### src/hdl/cprc_pkg.sv
// Constants shared by the clock, power and reset controller.
// Assumes one 100 MHz aclk; every derived clock is an enable pulse.
package cprc_pkg;
  // Register byte offsets.
  localparam logic [7:0] CPRC_CTRL_OFS   = 8'h00;
  localparam logic [7:0] CPRC_PLL_OFS    = 8'h04;
  localparam logic [7:0] CPRC_CPU_OFS    = 8'h08;
  localparam logic [7:0] CPRC_GPF_OFS    = 8'h0c;
  localparam logic [7:0] CPRC_GPS_OFS    = 8'h10;
  localparam logic [7:0] CPRC_I2S_OFS    = 8'h14;
  localparam logic [7:0] CPRC_MODE_OFS   = 8'h18;
  localparam logic [7:0] CPRC_WKEN_OFS   = 8'h1c;
  localparam logic [7:0] CPRC_WKEV_OFS   = 8'h20;
  localparam logic [7:0] CPRC_STAT_OFS   = 8'h24;
  // Control bits; the two reset bits are self-clearing.
  localparam int CPRC_CPU_RST_B = 0;
  localparam int CPRC_DEV_RST_B = 1;
  localparam int CPRC_WARM_B    = 2;
  localparam int CPRC_FREEZE_B  = 3;
  localparam int CPRC_LPINT_B   = 4;
  localparam int CPRC_PLL_EN_B  = 0;
  localparam int CPRC_SB_REF_B  = 1;
  // Processor clock configuration fields.
  localparam int CPRC_SEL_LSB   = 0;
  localparam int CPRC_CDIV_LSB  = 2;
  localparam int CPRC_DDIV_LSB  = 6;
  localparam int CPRC_MDIV_LSB  = 10;
  localparam int CPRC_DMA_ON_B  = 14;
  localparam int CPRC_MMIO_ON_B = 15;
  // Peripheral clock fields and the wakeup level polarity bit.
  localparam int CPRC_PDIV_LSB  = 2;
  localparam int CPRC_PEN_B     = 15;
  localparam int CPRC_EXT_B     = 16;
  localparam int CPRC_WK_POL_B  = 8;
  // Wakeup source positions.
  localparam int CPRC_WK_LEVEL  = 0;
  localparam int CPRC_WK_EDGE   = 1;
  localparam int CPRC_WK_N      = 7;
  // Reset values and writable masks.
  localparam logic [31:0] CPRC_CTRL_RST = 32'h0000_0000;
  localparam logic [31:0] CPRC_PLL_RST  = 32'h0000_0001;
  localparam logic [31:0] CPRC_CPU_RST  = 32'h0000_c444;
  localparam logic [31:0] CPRC_PER_RST  = 32'h0000_0000;
  localparam logic [31:0] CPRC_WK_RST   = 32'h0000_0000;
  localparam logic [31:0] CPRC_CTRL_WM  = 32'h0000_001c;
  localparam logic [31:0] CPRC_PLL_WM   = 32'h0000_0003;
  localparam logic [31:0] CPRC_CPU_WM   = 32'h0000_ffff;
  localparam logic [31:0] CPRC_PER_WM   = 32'h0000_83ff;
  localparam logic [31:0] CPRC_I2S_WM   = 32'h0001_83ff;
  localparam logic [31:0] CPRC_WK_WM    = 32'h0000_017f;
  // Timing: reference and standby rates, fixed GPIO core ratio.
  localparam int CPRC_REF_KHZ   = 19200;
  localparam int CPRC_SB_KHZ    = 32;
  localparam int CPRC_SB_DIV    = CPRC_REF_KHZ / CPRC_SB_KHZ;
  localparam int CPRC_GCORE_DIV = 4;
  localparam int CPRC_SYS_DIV3  = 16;
  localparam logic [1:0] CPRC_OKAY   = 2'b00;
  localparam logic [1:0] CPRC_SLVERR = 2'b10;
  typedef enum logic [1:0] {
    CPRC_NORMAL    = 2'b00,
    CPRC_SUSPEND   = 2'b01,
    CPRC_STANDBY   = 2'b11,
    CPRC_CORE_DOWN = 2'b10
  } cprc_mode_t;
endpackage : cprc_pkg

### src/hdl/cprc_axil.sv
// AXI4-Lite slave front end: one write and one read at a time.
// Assumes the register file decodes rd_addr combinationally.
`timescale 1ns/1ps
module cprc_axil
  import cprc_pkg::*;
#(
  parameter int AW = 8
) (
  input  wire logic          aclk,
  input  wire logic          aresetn,
  input  wire logic          s_axi_awvalid,
  output logic               s_axi_awready,
  input  wire logic [AW-1:0] s_axi_awaddr,
  input  wire logic          s_axi_wvalid,
  output logic               s_axi_wready,
  input  wire logic [31:0]   s_axi_wdata,
  input  wire logic [3:0]    s_axi_wstrb,
  output logic               s_axi_bvalid,
  input  wire logic          s_axi_bready,
  output logic [1:0]         s_axi_bresp,
  input  wire logic          s_axi_arvalid,
  output logic               s_axi_arready,
  input  wire logic [AW-1:0] s_axi_araddr,
  output logic               s_axi_rvalid,
  input  wire logic          s_axi_rready,
  output logic [31:0]        s_axi_rdata,
  output logic [1:0]         s_axi_rresp,
  output logic               wr_en,
  output logic [AW-1:0]      wr_addr,
  output logic [31:0]        wr_data,
  output logic [3:0]         wr_strb,
  input  wire logic          wr_hit,
  output logic [AW-1:0]      rd_addr,
  input  wire logic [31:0]   rd_data,
  input  wire logic          rd_hit
);
  typedef struct packed {
    logic          aw_v;
    logic [AW-1:0] aw_a;
    logic          w_v;
    logic [31:0]   w_d;
    logic [3:0]    w_s;
    logic          b_v;
    logic          b_err;
    logic          r_v;
    logic [31:0]   r_d;
    logic          r_err;
  } cprc_axil_st_t;
  cprc_axil_st_t q, d;

  // Address and data are held until both are present; the write then
  // lands in one cycle and the response follows on the next edge.
  always_comb begin
    d = q;
    if (s_axi_awvalid && s_axi_awready) begin
      d.aw_v = 1'b1;
      d.aw_a = s_axi_awaddr;
    end
    if (s_axi_wvalid && s_axi_wready) begin
      d.w_v = 1'b1;
      d.w_d = s_axi_wdata;
      d.w_s = s_axi_wstrb;
    end
    if (wr_en) begin
      d.aw_v  = 1'b0;
      d.w_v   = 1'b0;
      d.b_v   = 1'b1;
      d.b_err = !wr_hit;
    end
    if (q.b_v && s_axi_bready) begin
      d.b_v = 1'b0;
    end
    if (s_axi_arvalid && s_axi_arready) begin
      d.r_v   = 1'b1;
      d.r_d   = rd_hit ? rd_data : 32'h0000_0000;
      d.r_err = !rd_hit;
    end else if (q.r_v && s_axi_rready) begin
      d.r_v = 1'b0;
    end
  end

  // State register.
  always_ff @(posedge aclk) begin
    if (!aresetn) begin
      q <= '0;
    end else begin
      q <= d;
    end
  end

  // Handshakes are combinational; payloads come from flops except rd_addr, taken straight from s_axi_araddr.
  assign s_axi_awready = !q.aw_v && !q.b_v;
  assign s_axi_wready  = !q.w_v && !q.b_v;
  assign s_axi_bvalid  = q.b_v;
  assign s_axi_bresp   = q.b_err ? CPRC_SLVERR : CPRC_OKAY;
  assign s_axi_arready = !q.r_v;
  assign s_axi_rvalid  = q.r_v;
  assign s_axi_rdata   = q.r_d;
  assign s_axi_rresp   = q.r_err ? CPRC_SLVERR : CPRC_OKAY;
  assign wr_en         = q.aw_v && q.w_v && !q.b_v;
  assign wr_addr       = q.aw_a;
  assign wr_data       = q.w_d;
  assign wr_strb       = q.w_s;
  assign rd_addr       = s_axi_araddr;
endmodule : cprc_axil

### src/hdl/cprc_div.sv
// Programmable divider of an enable pulse train.
// Assumes tick_in is a one-cycle enable in the aclk domain.
`timescale 1ns/1ps
module cprc_div #(
  parameter int W = 4
) (
  input  wire logic         aclk,
  input  wire logic         rst_n,
  input  wire logic         tick_in,
  input  wire logic         en,
  input  wire logic [W-1:0] div,
  output logic              tick_out
);
  typedef struct packed {
    logic [W-1:0] cnt;
    logic [W-1:0] div_a;
    logic         en_a;
    logic         tick;
  } cprc_div_st_t;
  cprc_div_st_t q, d;

  // Output rate is tick_in over div+1. While enabled, new settings load only
  // at the end of a whole period, so no shortened period ever appears.
  always_comb begin
    d      = q;
    d.tick = 1'b0;
    if (!q.en_a) begin
      d.div_a = div;
      d.en_a  = en;
      d.cnt   = '0;
    end else if (tick_in) begin
      if (q.cnt >= q.div_a) begin
        d.cnt   = '0;
        d.tick  = 1'b1;
        d.div_a = div;
        d.en_a  = en;
      end else begin
        d.cnt = q.cnt + 1'b1;
      end
    end
  end

  // State register with synchronous reset.
  always_ff @(posedge aclk) begin
    if (!rst_n) begin
      q <= '0;
    end else begin
      q <= d;
    end
  end

  assign tick_out = q.tick;
endmodule : cprc_div

### src/hdl/cprc_top.sv
// Clock, power-mode and reset controller with AXI4-Lite registers.
// Assumes aclk is the PLL master clock; reference, 32 kHz and audio
// master clock arrive as synchronous one-cycle tick inputs.
`timescale 1ns/1ps
module cprc_top
  import cprc_pkg::*;
#(
  parameter int AW     = 8,
  parameter int SB_DIV = CPRC_SB_DIV
) (
  input  wire logic          aclk,
  input  wire logic          aresetn,
  input  wire logic          s_axi_awvalid,
  output logic               s_axi_awready,
  input  wire logic [AW-1:0] s_axi_awaddr,
  input  wire logic          s_axi_wvalid,
  output logic               s_axi_wready,
  input  wire logic [31:0]   s_axi_wdata,
  input  wire logic [3:0]    s_axi_wstrb,
  output logic               s_axi_bvalid,
  input  wire logic          s_axi_bready,
  output logic [1:0]         s_axi_bresp,
  input  wire logic          s_axi_arvalid,
  output logic               s_axi_arready,
  input  wire logic [AW-1:0] s_axi_araddr,
  output logic               s_axi_rvalid,
  input  wire logic          s_axi_rready,
  output logic [31:0]        s_axi_rdata,
  output logic [1:0]         s_axi_rresp,
  input  wire logic          ref_tick,
  input  wire logic          ext_32k_tick,
  input  wire logic          i2s_mclk_tick,
  input  wire logic          pll_lock,
  input  wire logic          vdd_ok,
  input  wire logic [6:0]    wake_src,
  output logic               pll_en,
  output logic               cpu_clk_en,
  output logic               dma_clk_en,
  output logic               mmio_clk_en,
  output logic               gpio_fast_en,
  output logic               gpio_core_en,
  output logic               gpio_slow_en,
  output logic               i2s_clk_en,
  output logic               standby_tick,
  output logic               cpu_halt,
  output logic               ram_lowpower,
  output logic               ram_retention,
  output logic               core_power_off,
  output logic               io_freeze,
  output logic               lowpower_int,
  output logic               warm_boot,
  output logic               cpu_reset,
  output logic               device_reset,
  output logic               por_request
);
  typedef struct packed {
    cprc_mode_t  mode;
    logic [31:0] ctrl;
    logic [31:0] pll;
    logic [31:0] cpu;
    logic [31:0] gpf;
    logic [31:0] gps;
    logic [31:0] i2s;
    logic [31:0] wk;
    logic [6:0]  wk_evt;
    logic        pin_last;
    logic        cpu_rst;
    logic        dev_rst;
    logic        por;
    logic [3:0]  sys_cnt;
  } cprc_st_t;
  cprc_st_t q, d;

  logic          wr_en;
  logic [AW-1:0] wr_addr;
  logic [31:0]   wr_data;
  logic [3:0]    wr_strb;
  logic          wr_hit;
  logic [AW-1:0] rd_addr;
  logic [31:0]   rd_data;
  logic          rd_hit;
  logic          core_rst_n;
  logic          normal;
  logic          run;
  logic [3:0]    sys;
  logic          cpu_tk;
  logic          sb_ref;
  logic          sb_tk;
  logic          i2s_int;
  logic [6:0]    hits;
  logic          wake;

  // Merge a write into a register through byte strobes and a mask.
  function automatic logic [31:0] merge(input logic [31:0] old,
                                        input logic [31:0] wd,
                                        input logic [3:0]  st,
                                        input logic [31:0] wm);
    logic [31:0] m;
    m = {{8{st[3]}}, {8{st[2]}}, {8{st[1]}}, {8{st[0]}}} & wm;
    return (old & ~m) | (wd & m);
  endfunction : merge

  // Register read decode; unused offsets answer with an error.
  function automatic logic [31:0] rmux(input logic [7:0] a,
                                       input cprc_st_t s,
                                       input logic lk,
                                       input logic vd);
    logic [31:0] r;
    r = 32'h0000_0000;
    unique case (a)
      CPRC_CTRL_OFS: r = s.ctrl;
      CPRC_PLL_OFS:  r = s.pll;
      CPRC_CPU_OFS:  r = s.cpu;
      CPRC_GPF_OFS:  r = s.gpf;
      CPRC_GPS_OFS:  r = s.gps;
      CPRC_I2S_OFS:  r = s.i2s;
      CPRC_MODE_OFS: r = {30'h0, s.mode};
      CPRC_WKEN_OFS: r = s.wk;
      CPRC_WKEV_OFS: r = {25'h0, s.wk_evt};
      CPRC_STAT_OFS: r = {27'h0, vd, |(s.wk_evt & s.wk[6:0]), lk,
                          s.mode};
      default:       r = 32'h0000_0000;
    endcase
    return r;
  endfunction : rmux

  cprc_axil #(
    .AW(AW)
  ) u_axil (
    .aclk          (aclk),
    .aresetn       (aresetn),
    .s_axi_awvalid (s_axi_awvalid),
    .s_axi_awready (s_axi_awready),
    .s_axi_awaddr  (s_axi_awaddr),
    .s_axi_wvalid  (s_axi_wvalid),
    .s_axi_wready  (s_axi_wready),
    .s_axi_wdata   (s_axi_wdata),
    .s_axi_wstrb   (s_axi_wstrb),
    .s_axi_bvalid  (s_axi_bvalid),
    .s_axi_bready  (s_axi_bready),
    .s_axi_bresp   (s_axi_bresp),
    .s_axi_arvalid (s_axi_arvalid),
    .s_axi_arready (s_axi_arready),
    .s_axi_araddr  (s_axi_araddr),
    .s_axi_rvalid  (s_axi_rvalid),
    .s_axi_rready  (s_axi_rready),
    .s_axi_rdata   (s_axi_rdata),
    .s_axi_rresp   (s_axi_rresp),
    .wr_en         (wr_en),
    .wr_addr       (wr_addr),
    .wr_data       (wr_data),
    .wr_strb       (wr_strb),
    .wr_hit        (wr_hit),
    .rd_addr       (rd_addr),
    .rd_data       (rd_data),
    .rd_hit        (rd_hit)
  );

  // Only aligned words up to the status register are mapped.
  assign wr_hit  = (wr_addr[1:0] == 2'b00) &&
                   (8'(wr_addr) <= CPRC_STAT_OFS);
  assign rd_hit  = (rd_addr[1:0] == 2'b00) &&
                   (8'(rd_addr) <= CPRC_STAT_OFS);
  assign rd_data = rmux(8'(rd_addr), q, pll_lock, vdd_ok);

  // A whole-device soft reset clears everything a hard reset does except the bus front end and the standby divider.
  assign core_rst_n = aresetn && !q.dev_rst;
  assign normal     = (q.mode == CPRC_NORMAL);
  assign run        = pll_en && pll_lock;

  // System clocks: master over 1, 2, 4 and 16, all phase aligned.
  assign sys[0] = run;
  assign sys[1] = run && q.sys_cnt[0];
  assign sys[2] = run && (q.sys_cnt[1:0] == 2'b11);
  assign sys[3] = run && (q.sys_cnt == 4'(CPRC_SYS_DIV3 - 1));

  // Processor clock halts outside normal mode; bus clocks follow it,
  // so all three stay mutually synchronous.
  cprc_div #(.W(4)) u_cpu (
    .aclk     (aclk),
    .rst_n    (core_rst_n),
    .tick_in  (sys[q.cpu[CPRC_SEL_LSB +: 2]]),
    .en       (normal),
    .div      (q.cpu[CPRC_CDIV_LSB +: 4]),
    .tick_out (cpu_tk)
  );
  assign cpu_clk_en = cpu_tk;

  // Bus clock dividers, each independent and 4 bits deep.
  cprc_div #(.W(4)) u_dma (
    .aclk     (aclk),
    .rst_n    (core_rst_n),
    .tick_in  (cpu_tk),
    .en       (q.cpu[CPRC_DMA_ON_B]),
    .div      (q.cpu[CPRC_DDIV_LSB +: 4]),
    .tick_out (dma_clk_en)
  );
  cprc_div #(.W(4)) u_mmio (
    .aclk     (aclk),
    .rst_n    (core_rst_n),
    .tick_in  (cpu_tk),
    .en       (q.cpu[CPRC_MMIO_ON_B]),
    .div      (q.cpu[CPRC_MDIV_LSB +: 4]),
    .tick_out (mmio_clk_en)
  );

  // GPIO fast clock and its fixed-ratio core clock.
  cprc_div #(.W(8)) u_gpf (
    .aclk     (aclk),
    .rst_n    (core_rst_n),
    .tick_in  (sys[q.gpf[CPRC_SEL_LSB +: 2]]),
    .en       (q.gpf[CPRC_PEN_B] && normal),
    .div      (q.gpf[CPRC_PDIV_LSB +: 8]),
    .tick_out (gpio_fast_en)
  );
  cprc_div #(.W(2)) u_gcore (
    .aclk     (aclk),
    .rst_n    (core_rst_n),
    .tick_in  (gpio_fast_en),
    .en       (1'b1),
    .div      (2'(CPRC_GCORE_DIV - 1)),
    .tick_out (gpio_core_en)
  );

  // GPIO slow clock straight from the reference.
  cprc_div #(.W(8)) u_gps (
    .aclk     (aclk),
    .rst_n    (core_rst_n),
    .tick_in  (ref_tick),
    .en       (q.gps[CPRC_PEN_B] && normal),
    .div      (q.gps[CPRC_PDIV_LSB +: 8]),
    .tick_out (gpio_slow_en)
  );

  // Audio internal clock; the external pin bypasses the divider.
  cprc_div #(.W(8)) u_i2s (
    .aclk     (aclk),
    .rst_n    (core_rst_n),
    .tick_in  (sys[q.i2s[CPRC_SEL_LSB +: 2]]),
    .en       (q.i2s[CPRC_PEN_B] && normal),
    .div      (q.i2s[CPRC_PDIV_LSB +: 8]),
    .tick_out (i2s_int)
  );
  assign i2s_clk_en = q.i2s[CPRC_PEN_B] && normal &&
    (q.i2s[CPRC_EXT_B] ? i2s_mclk_tick : i2s_int);

  // Standby clock from the reference; always on, so a device soft
  // reset does not disturb it.
  cprc_div #(.W(16)) u_sb (
    .aclk     (aclk),
    .rst_n    (aresetn),
    .tick_in  (ref_tick),
    .en       (1'b1),
    .div      (16'(SB_DIV - 1)),
    .tick_out (sb_ref)
  );
  assign sb_tk = q.pll[CPRC_SB_REF_B] ? sb_ref : ext_32k_tick;
  assign standby_tick = sb_tk;

  // Wakeup detection: level match on the level pin, toggle on the
  // edge pin, the remaining sources as active-high events.
  always_comb begin
    hits = wake_src;
    hits[CPRC_WK_LEVEL] = (wake_src[CPRC_WK_LEVEL] ==
                           q.wk[CPRC_WK_POL_B]);
    hits[CPRC_WK_EDGE]  = (wake_src[CPRC_WK_EDGE] != q.pin_last);
  end
  assign wake = |(q.wk_evt & q.wk[6:0]);

  // Register writes, power-mode sequencing and soft resets.
  always_comb begin
    d         = q;
    d.cpu_rst = 1'b0;
    d.dev_rst = 1'b0;
    d.por     = 1'b0;
    if (run) begin
      d.sys_cnt = q.sys_cnt + 4'h1;
    end
    if (wr_en && wr_hit) begin
      unique case (8'(wr_addr))
        CPRC_CTRL_OFS: begin
          d.ctrl    = merge(q.ctrl, wr_data, wr_strb, CPRC_CTRL_WM);
          d.cpu_rst = wr_strb[0] && wr_data[CPRC_CPU_RST_B];
          d.dev_rst = wr_strb[0] && wr_data[CPRC_DEV_RST_B];
        end
        CPRC_PLL_OFS: d.pll = merge(q.pll, wr_data, wr_strb, CPRC_PLL_WM);
        CPRC_CPU_OFS: d.cpu = merge(q.cpu, wr_data, wr_strb, CPRC_CPU_WM);
        CPRC_GPF_OFS: d.gpf = merge(q.gpf, wr_data, wr_strb, CPRC_PER_WM);
        CPRC_GPS_OFS: d.gps = merge(q.gps, wr_data, wr_strb, CPRC_PER_WM);
        CPRC_I2S_OFS: d.i2s = merge(q.i2s, wr_data, wr_strb, CPRC_I2S_WM);
        CPRC_WKEN_OFS: d.wk = merge(q.wk, wr_data, wr_strb, CPRC_WK_WM);
        CPRC_WKEV_OFS: begin
          if (wr_strb[0]) begin
            d.wk_evt = q.wk_evt & ~wr_data[6:0];
          end
        end
        CPRC_MODE_OFS: begin
          // Low-power entry is only taken from normal mode.
          if (normal && wr_strb[0]) begin
            if (wr_data[1:0] == CPRC_SUSPEND) begin
              d.mode = CPRC_SUSPEND;
            end else if (wr_data[1:0] == CPRC_STANDBY) begin
              d.mode = CPRC_STANDBY;
            end
          end
        end
        default: ;
      endcase
    end
    // Events are sampled on the standby clock; a new event wins over
    // a clear in the same cycle, so no wakeup can be lost.
    if (sb_tk) begin
      d.pin_last = wake_src[CPRC_WK_EDGE];
      d.wk_evt   = d.wk_evt | hits;
    end
    unique case (q.mode)
      CPRC_NORMAL: ;
      CPRC_SUSPEND: begin
        if (sb_tk && wake) begin
          d.mode = CPRC_NORMAL;
        end
      end
      CPRC_STANDBY: begin
        if (!vdd_ok) begin
          d.mode = CPRC_CORE_DOWN;
        end else if (sb_tk && wake) begin
          d.mode    = CPRC_NORMAL;
          d.cpu_rst = 1'b1;
        end
      end
      CPRC_CORE_DOWN: begin
        if (vdd_ok) begin
          d.dev_rst = 1'b1;
          d.por     = 1'b1;
        end
      end
    endcase
  end

  // State register; defaults on hard or whole-device reset.
  always_ff @(posedge aclk) begin
    if (!core_rst_n) begin
      q         <= '0;
      q.mode    <= CPRC_NORMAL;
      q.ctrl    <= CPRC_CTRL_RST;
      q.pll     <= CPRC_PLL_RST;
      q.cpu     <= CPRC_CPU_RST;
      q.gpf     <= CPRC_PER_RST;
      q.gps     <= CPRC_PER_RST;
      q.i2s     <= CPRC_PER_RST;
      q.wk      <= CPRC_WK_RST;
    end else begin
      q <= d;
    end
  end

  // Power-mode outputs. The PLL drops in every low-power mode, which
  // leaves only the standby clock running.
  assign pll_en         = q.pll[CPRC_PLL_EN_B] && normal;
  assign cpu_halt       = !normal;
  assign ram_lowpower   = (q.mode == CPRC_SUSPEND);
  assign ram_retention  = (q.mode == CPRC_STANDBY);
  assign core_power_off = (q.mode == CPRC_STANDBY) ||
                          (q.mode == CPRC_CORE_DOWN);
  assign io_freeze      = q.ctrl[CPRC_FREEZE_B] && !normal;
  assign lowpower_int   = q.ctrl[CPRC_LPINT_B] && !normal;
  assign warm_boot      = q.ctrl[CPRC_WARM_B];
  assign cpu_reset      = q.cpu_rst;
  assign device_reset   = q.dev_rst;
  assign por_request    = q.por;
endmodule : cprc_top

### config.mk
export PLATFORM = sky130hd
export DESIGN_NAME = cprc_top
export DESIGN_NICKNAME = d
export VERILOG_FILES = /design/src/hdl/cprc_pkg.sv /design/src/hdl/cprc_axil.sv /design/src/hdl/cprc_div.sv /design/src/hdl/cprc_top.sv
export SDC_FILE = /design/constraint.sdc
export NUM_CORES = 1
export LEC_CHECK = 0
export ABC_AREA = 0
export ABC_CLOCK_PERIOD_IN_PS = 3200
export BUFFER_PORTS_ARGS = -buffer_cell sky130_fd_sc_hd__buf_2
export CORE_ASPECT_RATIO = 1.2
export CORE_MARGIN = 3
export CORE_UTILIZATION = 55
export CTS_BUF_LIST = sky130_fd_sc_hd__clkbuf_8
export CTS_CLUSTER_DIAMETER = 40
export CTS_CLUSTER_SIZE = 28
export DETAILED_ROUTE_END_ITERATION = 10
export GPL_TIMING_DRIVEN = 0
export PLACE_DENSITY = 0.75
export SLEW_MARGIN = 20
export SYNTH_ARGS = -nofsm -noshare
export SYNTH_HDL_FRONTEND = slang
export SYNTH_HIERARCHICAL = 1
export SYNTH_SLANG_ARGS = --single-unit
### constraint.sdc
create_clock -name aclk -period 3.2 [get_ports aclk]
set_input_delay 0.16 -clock aclk [delete_from_list [all_inputs] [get_ports aclk]]
set_output_delay 0.16 -clock aclk [all_outputs]
set_load 0.005 [all_outputs]
# --- Word-level counts from Yosys, hierarchy flattened ---
# Cells that the tools add are included.
totals:
  register_bits: 436
  output_inout_bits: 60
  elab_cells: 300
classes:
  n_addsub: 9
  order_cmp: 13
  n_eq_ne: 42
  mux: 71
  bitwise_logic: 31
  n_reduce_logical: 78
ops:
  columns: ["op", "n"]
  rows:
  - ["$pmux 32 s10", 1]
  - ["$mux 32", 8]
  - ["$mux 233", 1]
  - ["$and 32x32->32", 7]
  - ["$or 32x32->32", 7]
  - ["$and 32x16->32", 2]
  - ["$eq 8x5->1 const B", 8]
  - ["$not 16->32", 2]
  - ["$mux 10", 6]
  - ["$reduce_and 2->1", 24]
  - ["$mux 6", 6]
  - ["$and 32x17->32", 1]
  - ["$and 32x2->32", 1]
  - ["$and 32x5->32", 1]
  - ["$and 32x9->32", 1]
  - ["$eq 8x4->1 const B", 4]
  - ["$mux 8", 4]
  - ["$not 17->32", 1]
  - ["$not 2->32", 1]
  - ["$not 5->32", 1]
  - ["$not 9->32", 1]
  - ["$logic_and 1x1->1", 28]
  - ["$mux 9", 3]
  - ["$mux 2", 13]
  - ["other kinds (41)", 112]

# --- Logic depth before layout (Yosys ltp) ---
# Gate-level depths: netlist of run 1.
depth:
  ltp_word: 9
  ltp_mapped: 10

# --- By module ---
# The synthesis of run 1 kept the hierarchy.
by_module_without_submodules:
  columns: ["module", "n_inst", "cells_each", "area_each_um2"]
  rows:
  - ["cprc_top", 1, 472, 4164.0]
  - ["cprc_axil", 1, 455, 3771.1]
  - ["cprc_div (u_gpf ...)", 3, 102, 920.9]
  - ["cprc_div (u_sb)", 1, 238, 1986.9]
  - ["cprc_div (u_cpu ...)", 3, 61, 576.8]
  - ["cprc_div (u_gcore)", 1, 27, 284.0]

# --- Least setup slack after synthesis of run 1 ---
# Ideal clock, no wire load.
synth_timing:
  path_type: "register -> register"
  startpoint: "register u_sb/q[18] (netlist name)"
  endpoint: "register, netlist name u_sb/q[10]"
  setup_ps: 83
  arrival_time_ps: 2086
  required_ps: 3117
  path_slack_ps: 1032
  stages_incl_launch_ff: 10
  path_cell_list: "dfxtp_1 > inv_1 > ha_1 > nand2b_4 > a2111oi_4 > o21ai_1 > a211oi_4 > buf_2 > o2111ai_1 > o221ai_1"
synth_rtl:
  columns: ["element", "line_no", "text"]
  rows:
  - ["start, declared", "cprc_div.sv:20", "cprc_div_st_t q, d;"]
  - ["start signal, assigned", "cprc_div.sv:46", "q <= '0;"]
  - ["start signal, assigned", "cprc_div.sv:48", "q <= d;"]

# --- Final worst setup path of run 1 ---
layout_timing:
  startpoint: "register q[240] (netlist name)"
  endpoint: "register u_i2s/q[3] (netlist name)"
layout_between:
  elab_chain_len: 8
layout_rtl:
  columns: ["element", "line_no", "text"]
  rows:
  - ["start, declared", "cprc_top.sv:72", "cprc_st_t q, d;"]
  - ["$logic_not 2->1 *", "cprc_top.sv:168", "assign normal = (q.mode == CPRC_NORMAL);"]
  - ["named net normal", "cprc_top.sv:83", "logic normal;"]
  - ["$logic_and 1x1->1 *", "cprc_top.sv:359", "assign pll_en = q.pll[CPRC_PLL_EN_B] && normal;"]
  - ["$logic_and 1x1->1 *", "cprc_top.sv:169", "assign run = pll_en && pll_lock;"]
  - ["$logic_and 1x1->1 (on tied branches)", "cprc_top.sv:173, cprc_top.sv:174, cprc_top.sv:175", null]
  - ["$bmux 1 s2 *", "cprc_top.sv:239", ".tick_in (sys[q.i2s[CPRC_SEL_LSB +: 2]]),"]
  - ["$mux 1 (not written as such) *", "cprc_top.sv:239", null]
  - ["$ne 2x1->1 (no line) *", null, null]
  - ["$reduce_and 2->1 (no line) *", null, null]
  - ["end signal, assigned", "cprc_div.sv:46", null]
  - ["end signal, assigned", "cprc_div.sv:48", null]
  - ["end, declared", "cprc_div.sv:20", null]
# The timed path passes the listed nets; every way through them passes the cells marked *. The select of a mux whose other input is x is not followed.
# A chain may end at the register's enable or synchronous reset.

==> results of run 1 <==
-- report_power, final --
part	internal [mW]	leakage (nW)	total, mW	switching (mW)
Clock	1.78	0.457	3.24	1.46
Combinational	0.306	4.12	0.735	0.429
Sequential	3.43	2.19	3.48	0.0524
Total	5.52	6.76	7.46	1.94
-- tightest hold or removal path, delay by kind of cell --
family | cells | cell delay (ns)
AOI/OAI and AO/OA | 1 | 0.09
buffers and inverters | 1 | 0.14
and+or+nand+nor | 1 | 0.13
-- final timing paths --
kind,start,end,depth (start not counted),slack [ns]
worst max-delay path,q[240],u_i2s/q[3],9,0.08
worst max register to register,q[240],u_i2s/q[3],9,0.08
worst min register to register,flop,u_dma/q[2],2,0.46
worst min-delay path,vdd_ok,device_reset,3,0.02
-- per-stage QoR --
stage / utilization, % / hold slack [ns] / setup slack (ns)
floorplan: - / 0.2904 / 1.032
finish: 66.05 / 0.01835 / 0.08231
detailed placement: 60.79 / 0.3862 / 0.08627
global placement: 60.79 / 0.3775 / 0.05042
global route: 66.05 / 0.03005 / 0.0001110
CTS: 66.05 / 0.004924 / 0.07020
-- what timing repair did --
action	CTS	global route
setup buffers	0	0
hold buffers	39	0
endpoints found under the hold margin	38	0
-- layer usage --
| metal | track usage, % | wire [um] |
|---|---|---|
| met1 | 33.57 | 15290 |
| met2 | 44.29 | 17170 |
| met3 | 3.964 | 2210 |
| met4 | 8.342 | 1318 |
| met5 | 0 | 0 |
-- area by class of cell --
class	count	area, sq um
fill	2129	8456
multi-input combinational	1147	7491
sequential	270	5405
buffer	167	1072
timing repair buffer	143	910.9
clock buffer	43	591.8
tap	325	406.6
clock inverter	23	327.8
inverter	66	247.7
==> flow_summary.ini, run 1 <==
[status]
status = completed

[layout]
drive_gt1_share_pct = 19.04
mostFrequentLayoutCell = dfxtp_1
layout_common_cells = 270 x dfxtp_1, 240 x nand2_1, 133 x buf_2
final_cells = 2184
final_net_count = 1964
stdcell_area_sq_um = 16450
syn2layout_area_growth_pct = 17.30
n_antenna_cell = 0

[floorplan]
fp-row-count = 63
die_y_um = 180.9
start_util_pct = 56.31
ios = 131
die_area_sq_um = 27460
die_w_um = 151.8
core-area_sq_um = 24910

[routing]
first_pass_iters = 6
drtIter0Drc = 781
ant_nets = 0
totalWireLength_mm = 35.98
vias_per_cell = 5.501
via_count = 12010
drc = 0
post_drt_wl_per_cell_um = 16.48

[clock_tree]
htreeDepth = 2
cts_buffer_depth = 3
ctsResizeCount = 0
clock_tree.root_cell = clkbuf_8
clk_latency_ns = 0.55
cts_tree = done
cts.sinks = 270
path_clk_slew_ns = 0.08
cts_buffers = 36

[place]
port_buffers = 104
placed_cells = 2079
gp_congestion = 0.9465
placed_area_sq_um = 15140
hpwl_mm = 26.80

[timing]
slew-limit-headroom_pct = 47.85
period_needed_ns = 3.118
fmax_mhz = 320.8
rsz0062_at_grt = false
fin_skew_ns = 0.03700
post-route-period-util_pct = 97.43
setup_violations = 0
fin_setup_tns_ns = 0
hold_viol = 0
tightest_slew_ns = 0.7806
slew_violations = 0

[grt]
grt.total_usage_pct = 25.99
grt_pass1_vias = 11620
grt_overflow_total = 0
grt_start_max_net_pins = 27
antenna_found_initial = 0
grt_pass1_wl_mm = 57.95

[power]
p_per_area_nw_per_um2 = 453.2
total_power_mw = 7.457
leakagePower_nw = 6.763
vdd_ir_drop_max_uv = 364.8

[worst_setup_path]
cp_cell_sequence = nor2_2, nand3_2, a221oi_1, buf_2, o2111a_1, a22oi_2, and2_4, buf_12, mux2i_1
worstPathArrival_ns = 3.55
critPathKind = flop to flop
cp.required_ns = 3.63
critPathTopFamily = simple AND/OR/NAND/NOR gates
worstSetupEndpointType = flop
startpoint_type = flop
crit_path_max_fanout = 10
timing.critical_path.buf_inv = 2
cp_slowest_stage_delay_ns = 0.60
slowest_stage = a221oi_1

[logic_synthesis]
synth_cells = 1600
synth_warnings = 6
syn_area_sq_um = 14030
synth_area_per_cell_sq_um = 8.767

[run]
maxCapViolations = 0

[min_path]
hp-class = primary input to flop
Power figures use the tool's default switching activity.
==> run 2, diff against run 1 <==
--- a/config.mk
+++ b/config.mk
@@ -16,9 +16,8 @@
 export CTS_CLUSTER_SIZE = 28
 export DETAILED_ROUTE_END_ITERATION = 10
 export GPL_TIMING_DRIVEN = 0
-export PLACE_DENSITY = 0.75
+export PLACE_DENSITY = 0.76
 export SLEW_MARGIN = 20
 export SYNTH_ARGS = -nofsm -noshare
 export SYNTH_HDL_FRONTEND = slang
-export SYNTH_HIERARCHICAL = 1
 export SYNTH_SLANG_ARGS = --single-unit
==> flow_summary.ini, run 2 <==
[grt]
grt_start_max_net_pins = 14
grt_pass1_vias = 9821
antenna_found_initial = 0
grt.total_usage_pct = 27.01
grt_overflow_total = 0
grt_pass1_wl_mm = 50.45

[power]
p_int_mw = 4.462
combPwrFrac_pct = 7.9
p_clk_share_pct = 40.9
vdd_ir_drop_max_uv = 368.0
p_switching_mw = 1.554
p_per_area_nw_per_um2 = 445.0
leakagePower_nw = 5.346
total_power_mw = 6.017
pwr-share-seq_pct = 51.2
p_sw_share_pct = 25.83

[worst_setup_path]
worstPathArrival_ns = 2.91
critPathKind = flop to flop
cp.required_ns = 3.62
startpoint_type = flop
crit_path_max_fanout = 9
worstSetupEndpointType = flop

[clock_tree]
cts_buffers = 34
cts_buffer_depth = 3
path_clk_slew_ns = 0.07
clk_latency_ns = 0.53
htreeDepth = 2
cts.sinks = 239
clock_tree.root_cell = clkbuf_8
ctsResizeCount = 0
cts_tree = done

[logic_synthesis]
syn_area_sq_um = 11550
synth_area_leaders = dfxtp_1 41%, mux2i_1 7.5%, nand2_1 5.7%
synthDistinctLibCells = 81
yosysMostFrequentCell = dfxtp_1
yosys-top-cells-count = 239 x dfxtp_1, 174 x nand2_1, 103 x nor2_1, 87 x mux2i_1, 68 x a21oi_1
synth_warnings = 0
synth_edf_count = 0
synth_top_area_share_pct = 41.42
synth_cells = 1332
ys_ff_latch = 239
synth_area_leader_cell = dfxtp_1
async_flop_share_pct = 0
synth_flop_cell = dfxtp_1
synth_area_per_cell_sq_um = 8.673
synth-seq-area-share_pct = 41.42

[timing]
tightest_slew_ns = 1.015
slew_violations = 0
fmax_mhz = 401.7
fin_setup_tns_ns = 0
setup_violations = 0
fin_skew_ns = 0.03570
hold_viol = 0
post-route-period-util_pct = 77.79
timing.hold.ws_ns = 0.03414
slew-limit-headroom_pct = 31.27
fin_ws_ns = 0.7106
rsz0062_at_grt = false
period_needed_ns = 2.489

[routing]
post_drt_wl_per_cell_um = 17.31
first_pass_iters = 5
ant_nets = 0
drc = 0
via_count = 10200
drtIter0Drc = 599
totalWireLength_mm = 31.26
vias_per_cell = 5.648

[floorplan]
die_area_sq_um = 22790
die_w_um = 138.3
core-area_sq_um = 20470
ios = 131
die_y_um = 164.8
start_util_pct = 56.44
fp-row-count = 57

[place]
hpwl_mm = 23.22
post-place-ws_ns = 0.7362
placed_area_sq_um = 12420
gp_congestion = 1.014
placed_cells = 1708
port_buffers = 95

[layout]
n_antenna_cell = 0
layout_common_cells = 239 x dfxtp_1, 174 x nand2_1, 106 x buf_2
final_net_count = 1643
stdcell_area_sq_um = 13520
syn2layout_area_growth_pct = 17.05
drive_gt1_share_pct = 14.28
final_cells = 1806
final_util_pct = 66.06
mostFrequentLayoutCell = dfxtp_1

[run]
maxCapViolations = 0

[min_path]
hp-class = primary input to flop

[status]
status = completed
## run 2: logic make-up after synthesis
logic type	after synthesis	synth area share, %
AOI/OAI and AO/OA	251	14.47
adders and majority gates	52	5.632
other	1	0.03246
muxes	89	7.733
xor gates and xnor gates	38	2.881
and+or+nand+nor	498	21.15
buffers and inverters	164	6.683
DFF	239	41.42
## run 2: power groups by stage
stage | clock network, mW | logic (mW) | registers (mW)
after CTS | 2.51 | 0.467 | 3.08
after global routing | 2.64 | 0.525 | 3.09
after floorplan | 0 | 0.287 | 3.13
after detailed placement | 0 | 0.427 | 3.15
final | 2.46 | 0.473 | 3.08
after global placement | 0 | 0.420 | 3.15
## run 2: repair_timing
action,CTS,global route
hold endpoints to repair,40,0
hold buffers,41,0
setup buffers,0,0
## run 2: cell type report
cell class              instances  area [sq um]
plain buffers                 100         531.8
clock buffers                  39         536.8
clock inverters                18         155.1
fillers                      1705          6947
inverters                      64         240.2
multi-input cells             945          6056
flip-flops and latches        239          4785
well taps                     265         331.6
repair buffers                136         885.9
## run 2: final timing paths
| check | slack, ns | cells after the start | from | endpoint |
|---|---|---|---|---|
| max | 0.71 | 7 | u_i2s.q[12] | u_i2s.q[6] |
| min | 0.03 | 3 | s_axi_awvalid | u_axil.q[81] |
| max reg2reg | 0.71 | 7 | u_i2s.q[12] | u_i2s.q[6] |
| min reg2reg | 0.45 | 2 | u_cpu.q[3] | u_cpu.q[3] |
## run 2: critical path, stage by stage, from the launching register on
cell	delay, ns
dfxtp_1	0.45
ha_1	0.29
a211oi_1	0.22
o21ai_0	0.20
a21oi_1	0.58
o21a_1	0.17
buf_2	0.24
mux2i_1	0.24
## run 2: metal layers
| layer | wire [um] | global-route usage (%) | vias to the layer above |
|---|---|---|---|
| met5 | 0 | 0 | - |
| met1 | 13330 | 33.59 | 4793 |
| met2 | 15050 | 46.96 | 334 |
| met4 | 1151 | 10.78 | 0 |
| met3 | 1731 | 4.547 | 70 |
| li1 | - | - | 5004 |
